## src/hw/mbio_pkg.sv

```systemverilog
package mbio_pkg;

	localparam int ID_W = 8;
	localparam int REG_W = 16;
	localparam int NUM_DI = 4;
	localparam int NUM_AI = 4;

	// Slave identity space.
	localparam logic [7:0] LOCAL_ID_FIRST = 8'h01;
	localparam logic [7:0] LOCAL_ID_LAST = 8'h0a;
	localparam logic [7:0] DIAL_ID_FIRST = 8'h01;
	localparam logic [7:0] DIAL_ID_LAST = 8'h3c;
	localparam logic [7:0] TENS_WEIGHT = 8'h0a;
	localparam logic [3:0] DIAL_DIGIT_MAX = 4'h9;

	// Function and exception codes.
	localparam logic [7:0] FC_READ_HOLDING = 8'h03;
	localparam logic [7:0] FC_WRITE_SINGLE = 8'h06;
	localparam logic [7:0] EXC_FLAG = 8'h80;
	localparam logic [7:0] EXC_ILLEGAL_FUNCTION = 8'h01;
	localparam logic [7:0] EXC_ILLEGAL_ADDRESS = 8'h02;
	localparam logic [7:0] EXC_ILLEGAL_VALUE = 8'h03;

	// Holding register numbers; the protocol address is the number minus one.
	localparam logic [16:0] REG_NUM_BIAS = 17'h00001;
	localparam logic [16:0] REG_DISCRETE_INPUT_ONE = 17'h00001;
	localparam logic [16:0] REG_DISCRETE_INPUT_FOUR = 17'h00004;
	localparam logic [16:0] REG_CURRENT_INPUT_ONE = 17'h00005;
	localparam logic [16:0] REG_CURRENT_INPUT_FOUR = 17'h00008;
	localparam logic [16:0] REG_DISCRETE_OUTPUT_ONE = 17'h001f5;
	localparam logic [16:0] REG_DISCRETE_OUTPUT_TWO = 17'h001f6;
	localparam logic [16:0] REG_UNASSIGNED_OUTPUT_THREE = 17'h001f7;
	localparam logic [16:0] REG_UNASSIGNED_OUTPUT_FOUR = 17'h001f8;
	localparam logic [16:0] REG_SWITCHED_SUPPLY_THREE = 17'h001f9;
	localparam logic [16:0] REG_SWITCHED_SUPPLY_FOUR = 17'h001fa;

	localparam logic [15:0] VALUE_OFF = 16'h0000;
	localparam logic [15:0] VALUE_ON = 16'h0001;
	localparam logic [1:0] OUTPUTS_RESET = 2'h0;

	typedef struct packed {
		logic [7:0] slave;
		logic [7:0] func;
		logic [15:0] reg_addr;
		logic [15:0] value;
	} mbio_req_s;

	typedef struct packed {
		logic [7:0] slave;
		logic [7:0] func;
		logic [7:0] exc_code;
		logic [15:0] data;
	} mbio_rsp_s;

endpackage

```

## src/hw/mbio_regmap.sv

```systemverilog
// How it works
// Never forward polls to identities 1-10.
// Radios use identities 11 to 60; the dials here give a valid own identity from 1 to 60.
// Installer keeps system at fifty devices.
// Identity is tens dial then units dial.
// Registers 1-4 read discrete inputs 0/1.
// Registers 5-8 read current inputs, full count.
// Registers 501-502 drive discrete outputs.
// Registers 505-506 drive switched supplies.
// Only holding-register functions reach the I/O.
// Host offsets register numbers by 40000.
// I/O access only in Modbus mode.
// Answer only requests to own identity.
`timescale 1ns/1ns
module mbio_regmap (
	input wire logic mclk,
	input wire logic nrst,
	input wire logic ce,
	input wire logic [3:0] dial_tens,
	input wire logic [3:0] dial_units,
	input wire logic transparent_mode,
	input wire logic [3:0] discrete_input_n,
	input wire logic [3:0][15:0] current_input_n,
	input wire logic req_valid,
	input wire mbio_pkg::mbio_req_s req,
	output logic rsp_valid,
	output mbio_pkg::mbio_rsp_s rsp,
	output logic fwd_valid,
	output mbio_pkg::mbio_req_s fwd,
	output logic [7:0] own_id,
	output logic id_ok,
	output logic [1:0] discrete_output_n,
	output logic [1:0] switched_supply_n
);

	// Pins: dials, mode strap and discrete inputs pass two flops.
	localparam int PIN_W = 13;
	logic [PIN_W-1:0] pin_meta;
	logic [PIN_W-1:0] pin_sync;
	logic [3:0] tens_s;
	logic [3:0] units_s;
	logic modbus_mode;
	logic [3:0] di_s;

	always_ff @(posedge mclk or negedge nrst) begin
		if (!nrst) begin
			pin_meta <= '0;
			pin_sync <= '0;
		end else if (ce) begin
			pin_meta <= {dial_tens, dial_units, transparent_mode, discrete_input_n};
			pin_sync <= pin_meta;
		end
	end

	assign tens_s = pin_sync[12:9];
	assign units_s = pin_sync[8:5];
	assign modbus_mode = !pin_sync[4];
	assign di_s = pin_sync[3:0];

	// Identity from the dials; settings outside 1..60 leave the slave mute.
	logic [7:0] next_own_id;
	logic next_id_ok;

	always_comb begin
		next_own_id = 8'(8'(tens_s) * mbio_pkg::TENS_WEIGHT + 8'(units_s));
		next_id_ok = (tens_s <= mbio_pkg::DIAL_DIGIT_MAX) && (units_s <= mbio_pkg::DIAL_DIGIT_MAX)
			&& (next_own_id >= mbio_pkg::DIAL_ID_FIRST)
			&& (next_own_id <= mbio_pkg::DIAL_ID_LAST);
	end

	always_ff @(posedge mclk or negedge nrst) begin
		if (!nrst) begin
			own_id <= 8'h00;
			id_ok <= 1'b0;
		end else if (ce) begin
			own_id <= next_own_id;
			id_ok <= next_id_ok;
		end
	end

	// Request decode.
	logic take;
	logic is_local;
	logic addressed;
	logic [16:0] reg_num;

	assign take = ce && req_valid;
	assign is_local = (req.slave >= mbio_pkg::LOCAL_ID_FIRST) && (req.slave <= mbio_pkg::LOCAL_ID_LAST);
	// A slave whose dials are invalid, or that runs transparent, answers nothing.
	assign addressed = modbus_mode && id_ok && (req.slave == own_id); // see
	assign reg_num = {1'b0, req.reg_addr} + mbio_pkg::REG_NUM_BIAS;

	logic next_rsp_valid;
	mbio_pkg::mbio_rsp_s next_rsp;
	logic next_fwd_valid;
	mbio_pkg::mbio_req_s next_fwd;
	logic [1:0] next_dout;
	logic [1:0] next_supply;
	logic [7:0] exc;
	logic [15:0] rd;
	logic [1:0] idx;

	always_comb begin
		exc = 8'h00;
		rd = 16'h0000;
		idx = reg_num[1:0] - 2'h1;
		next_dout = discrete_output_n;
		next_supply = switched_supply_n;
		next_fwd_valid = take && !is_local && !addressed;
		next_fwd = take ? req : fwd;
		next_rsp_valid = take && addressed;
		next_rsp = rsp;
		if (req.func == mbio_pkg::FC_READ_HOLDING) begin
			if (reg_num >= mbio_pkg::REG_DISCRETE_INPUT_ONE
				&& reg_num <= mbio_pkg::REG_DISCRETE_INPUT_FOUR) begin
				rd = {15'h0000, di_s[idx]};
			end else if (reg_num >= mbio_pkg::REG_CURRENT_INPUT_ONE
				&& reg_num <= mbio_pkg::REG_CURRENT_INPUT_FOUR) begin
				rd = current_input_n[idx];
			end else if (reg_num == mbio_pkg::REG_DISCRETE_OUTPUT_ONE
				|| reg_num == mbio_pkg::REG_DISCRETE_OUTPUT_TWO) begin
				rd = {15'h0000, discrete_output_n[reg_num[0] ? 0 : 1]};
			end else if (reg_num == mbio_pkg::REG_SWITCHED_SUPPLY_THREE
				|| reg_num == mbio_pkg::REG_SWITCHED_SUPPLY_FOUR) begin
				rd = {15'h0000, switched_supply_n[reg_num[0] ? 0 : 1]};
			end else if (reg_num == mbio_pkg::REG_UNASSIGNED_OUTPUT_THREE
				|| reg_num == mbio_pkg::REG_UNASSIGNED_OUTPUT_FOUR) begin
				rd = 16'h0000;
			end else begin
				exc = mbio_pkg::EXC_ILLEGAL_ADDRESS;
			end
		end else if (req.func == mbio_pkg::FC_WRITE_SINGLE) begin
			rd = req.value;
			if (reg_num == mbio_pkg::REG_UNASSIGNED_OUTPUT_THREE
				|| reg_num == mbio_pkg::REG_UNASSIGNED_OUTPUT_FOUR) begin
				// Accepted and dropped: these slots drive nothing.
				exc = 8'h00;
			end else if (reg_num != mbio_pkg::REG_DISCRETE_OUTPUT_ONE
				&& reg_num != mbio_pkg::REG_DISCRETE_OUTPUT_TWO
				&& reg_num != mbio_pkg::REG_SWITCHED_SUPPLY_THREE
				&& reg_num != mbio_pkg::REG_SWITCHED_SUPPLY_FOUR) begin
				exc = mbio_pkg::EXC_ILLEGAL_ADDRESS;
			end else if (req.value != mbio_pkg::VALUE_OFF && req.value != mbio_pkg::VALUE_ON) begin
				exc = mbio_pkg::EXC_ILLEGAL_VALUE;
			end else if (take && addressed) begin
				if (reg_num == mbio_pkg::REG_DISCRETE_OUTPUT_ONE) begin
					next_dout[0] = req.value[0];
				end else if (reg_num == mbio_pkg::REG_DISCRETE_OUTPUT_TWO) begin
					next_dout[1] = req.value[0];
				end else if (reg_num == mbio_pkg::REG_SWITCHED_SUPPLY_THREE) begin
					next_supply[0] = req.value[0];
				end else begin
					next_supply[1] = req.value[0];
				end
			end
		end else begin
			// Coils, input registers and all else are refused.
			exc = mbio_pkg::EXC_ILLEGAL_FUNCTION;
		end
		if (take && addressed) begin
			next_rsp.slave = req.slave;
			next_rsp.func = (exc != 8'h00) ? (req.func | mbio_pkg::EXC_FLAG) : req.func;
			next_rsp.exc_code = exc;
			next_rsp.data = (exc != 8'h00) ? 16'h0000 : rd;
		end
	end

	always_ff @(posedge mclk or negedge nrst) begin
		if (!nrst) begin
			rsp_valid <= 1'b0;
			rsp <= '0;
			fwd_valid <= 1'b0;
			fwd <= '0;
			discrete_output_n <= mbio_pkg::OUTPUTS_RESET;
			switched_supply_n <= mbio_pkg::OUTPUTS_RESET;
		end else if (ce) begin
			rsp_valid <= next_rsp_valid;
			rsp <= next_rsp;
			fwd_valid <= next_fwd_valid;
			fwd <= next_fwd;
			discrete_output_n <= next_dout;
			switched_supply_n <= next_supply;
		end
	end

	// Checks.
	logic hit;
	assign hit = take && addressed;
endmodule

```

## config.mk

```make
export PLATFORM = sky130hd
export DESIGN_NAME = mbio_regmap
export DESIGN_NICKNAME = d
export VERILOG_FILES = /design/src/hw/mbio_pkg.sv /design/src/hw/mbio_regmap.sv
export SDC_FILE = /design/constraint.sdc
export NUM_CORES = 1
export LEC_CHECK = 0
export ABC_AREA = 1
export BUFFER_PORTS_ARGS = -buffer_cell sky130_fd_sc_hd__buf_4
export CAP_MARGIN = 20
export CELL_PAD_IN_SITES_DETAIL_PLACEMENT = 1
export CELL_PAD_IN_SITES_GLOBAL_PLACEMENT = 1
export CORE_MARGIN = 3
export CORE_UTILIZATION = 25
export CTS_CLUSTER_SIZE = 25
export DETAILED_ROUTE_END_ITERATION = 10
export PLACE_DENSITY_LB_ADDON = 0.3
export SYNTH_ARGS = -nofsm -noshare
export SYNTH_HDL_FRONTEND = slang
export SYNTH_SLANG_ARGS = --single-unit
```

## constraint.sdc

```tcl
create_clock -name mclk -period 6.9 [get_ports mclk]
set_input_delay 2.07 -clock mclk [delete_from_list [all_inputs] [get_ports mclk]]
set_output_delay 2.07 -clock mclk [all_outputs]
set_load 0.005 [all_outputs]
```

==> impl_metrics.env <==
export IMPL_rsz0062_at_grt="no"
export IMPL_post_cts_buffers=0
export IMPL_synthFlopType="dfrtp_1"
export IMPL_fp_dieW_um=173
export IMPL_nNetsFinal=1314
export IMPL_grt_max_degree=96
export IMPL_grt_usage_pct=16.8
export IMPL_place_congestion=0.810
export IMPL_syn_area_um2=6990
export IMPL_period_needed_ns=4.78
export IMPL_whs_ns=0.468
export IMPL_ys_seq_area_share_pct=44.0
export IMPL_cts_sinks=123
export IMPL_synth_top_area_share_pct=44.0
export IMPL_clockBufferDepth=2
export IMPL_synthTopCellsByArea="dfrtp_1 44%, nand2_1 18%, o21ai_0 7.9%"
export IMPL_drc=0
export IMPL_crit_required_ns=7.25
export IMPL_min_path_cells=2
export IMPL_nFillCells=3390
export IMPL_post_dp_hpwl_mm=19.2
export IMPL_ys_async_sr_fraction_pct=100
export IMPL_ys_types=38
export IMPL_dieArea_um2=30000
export IMPL_initial_core_util_pct=25.7
export IMPL_rr_startpoint="own_id[7]"
export IMPL_drv_slew=0
export IMPL_coreArea_um2=27300
export IMPL_setup_viol=0
export IMPL_synth_edf_count=0
export IMPL_port_buffers=225
export IMPL_drt_first_pass_iters=5
export IMPL_via_per_inst=4.57
export IMPL_grt_ovfl_total=0
export IMPL_path_clk_slew_ns=0.06
export IMPL_syn_area_per_cell_um2=7.26
export IMPL_cts_tree="built"
export IMPL_synthCells=963
export IMPL_hold_buffers=0
export IMPL_wl_per_cell_um=16.3
export IMPL_grt_pass1_wl_mm=40.6
export IMPL_min_period_over_period_pct=69.3
export IMPL_worstReg2RegEnd="rsp[13]"
export IMPL_cts_made_buffers=17
export IMPL_critPathKind="input port to register"
export IMPL_synth_most_common_cell="nand2_1"
export IMPL_area_growth_pct=37.8
export IMPL_cts_repair_resized=0
export IMPL_power_density_nw_per_um2=226
export IMPL_r2r_setup_slack_ns=4.30
export IMPL_yosysWarnings=0
export IMPL_num_antenna_cells=0
export IMPL_hp_start="pin_meta[0]"
export IMPL_whs_endpoint="pin_meta[0]"
export IMPL_relSlewSlack_pct=32.0
export IMPL_critical_path_max_fanout=45
export IMPL_status="complete, no violations"
export IMPL_antenna_found_initial=0
export IMPL_insertion_delay_ns=0.41
export IMPL_p_leak_nw=4.91
export IMPL_worst_ep_arrival_time_ns=5.12
export IMPL_h_tree_depth=4
export IMPL_antenna_left=0
export IMPL_hold_violations=0
export IMPL_finClkSkew_ns=0.0101
export IMPL_pre_cts_slack_ns=1.70
export IMPL_grt_pass1_vias=7171
export IMPL_postLayoutCellArea_um2=9640
export IMPL_startpoint_type="input port"
export IMPL_hold_class="register to register"
export IMPL_root_buffer="clkbuf_16"
export IMPL_r2r_cells=11
export IMPL_fp_dieH_um=173
export IMPL_synth_top_cells_by_count="344 x nand2_1, 123 x dfrtp_1, 111 x o21ai_0, 88 x inv_1, 60 x nand3_1"
export IMPL_timing_fmax_ghz=0.209
export IMPL_drive_above_1_share_pct=23.9
export IMPL_rows=60
export IMPL_peakVddDrop_v=0.000120
export IMPL_ys_ff_latch=123
export IMPL_vias=7117
export IMPL_maxCapViolCount=0
export IMPL_finalSetupTns_ns=0
export IMPL_layout_setup_ws_ns=2.12
export IMPL_drt_iter0_markers=342
export IMPL_tightest_slew_ns=1.01
export IMPL_io_pins=232
export IMPL_placed_area_um2=9000
export IMPL_routed_wl_mm=25.3
export IMPL_endpoint_kind="register"
export IMPL_synth_top_area_cell="dfrtp_1"
-- logic make-up after synthesis --
| logic type | count (synthesis) | synth area share (%) |
|---|---|---|
| AOI/OAI and AO/OA | 167 | 13.3 |
| xor gates and xnor gates | 8 | 1.00 |
| adders and majority gates | 14 | 2.72 |
| buffers and inverters | 138 | 7.89 |
| DFF | 123 | 44.0 |
| other | 1 | 0.0536 |
| and+or+nand+nor | 512 | 31.1 |
-- metrics by stage --
step / util (%) / power, mW / instances
3_3_place_gp: 33.0 / 1.25 / 1523
4_1_cts: 35.3 / 2.21 / 1555
2_1_floorplan: - / 1.02 / 968
3_5_place_dp: 33.0 / 1.26 / 1523
5_1_grt: 35.4 / 2.31 / 1556
6_report: 35.4 / 2.18 / 1556
-- area by class of cell --
cell class	instances	area [µm²]	area share [%]
tap	372	465	4.83
clock inverter	13	166	1.73
sequential	123	3080	31.9
timing repair buffer	230	1750	18.2
multi-input combinational	707	3390	35.2
inverter	92	345	3.58
clock buffer	19	443	4.60
-- per-layer routing --
metal / GRT usage (%) / up-vias / wire length, µm
li1: - / 3562 / -
met1: 22.3 / 3381 / 11800
met2: 27.9 / 159 / 12200
met3: 3.72 / 15 / 1060
met4: 3.68 / 0 / 252
met5: 0 / - / 0
-- cells in the final DEF (no fill, tap or decap), types with 2 or more instances in the layout --
cell type | Yosys | layout
clkinv_2 | 0 | 2
nor3_1 | 11 | 11
clkinvlp_4 | 0 | 3
fa_1 | 2 | 2
xnor2_1 | 3 | 3
nand3_1 | 60 | 60
clkbuf_16 | 0 | 17
nor4_1 | 4 | 4
clkinv_4 | 0 | 3
o41ai_1 | 2 | 2
dfrtp_1 | 123 | 123
ha_1 | 12 | 12
a21oi_1 | 25 | 25
inv_6 | 0 | 2
a32oi_1 | 13 | 13
xor2_1 | 5 | 5
nand4_1 | 34 | 34
inv_2 | 2 | 2
o21ai_0 | 111 | 111
o22ai_1 | 7 | 7
conb_1 | 1 | 6
nand2_2 | 3 | 5
nand2_1 | 344 | 342
nor2_2 | 5 | 6
bufinv_16 | 0 | 3
nor2_1 | 44 | 43
clkinv_1 | 2 | 2
nor2_4 | 5 | 5
buf_4 | 7 | 228
inv_1 | 88 | 88
-- flip-flops by register name, indices dropped and copies added (netlist names), 2 cells and up --
signal / count
fwd: 48
pin_sync: 13
own_id: 8
discrete_output_n: 2
rsp: 34
pin_meta: 13
switched_supply_n: 2
-- how the worst max path moves through the flow --
| stage | startpoint | endpoint | slack (ns) | cells after the start |
|---|---|---|---|---|
| floorplan | req[16] | rsp[14] | 2.55 | 16 |
| global route | req[16] | rsp[4] | 1.75 | 17 |
| CTS | req[16] | rsp[4] | 2.13 | 17 |
| finish | req[16] | rsp[3] | 2.12 | 17 |
| global placement | req[16] | rsp[9] | 1.81 | 17 |
| detailed placement | req[16] | rsp[4] | 1.70 | 17 |
-- power by group --
part | internal [mW] | switching [mW] | total [mW] | leakage [nW]
Combinational | 0.187 | 0.211 | 0.398 | 3.04
Clock | 0.581 | 0.357 | 0.937 | 0.290
Sequential | 0.791 | 0.0499 | 0.841 | 1.58
Total | 1.56 | 0.618 | 2.18 | 4.91
-- critical path, cell delays in order --
cell and delay [ns]:
buf_4 0.37, inv_2 0.40, nor2_4 0.35, nand2_2 0.13, clkinv_1 0.08, nand3_1 0.07, nand2_1 0.07, nand2_1 0.08
nor2_4 0.20, nand3_1 0.15, nand2_2 0.28, a21oi_1 0.12, nand2_1 0.10, nand2_1 0.09, nor2_4 0.33, nand3_1 0.13
nand2_1 0.08
Note: power is estimated with default switching activity, not from simulation.
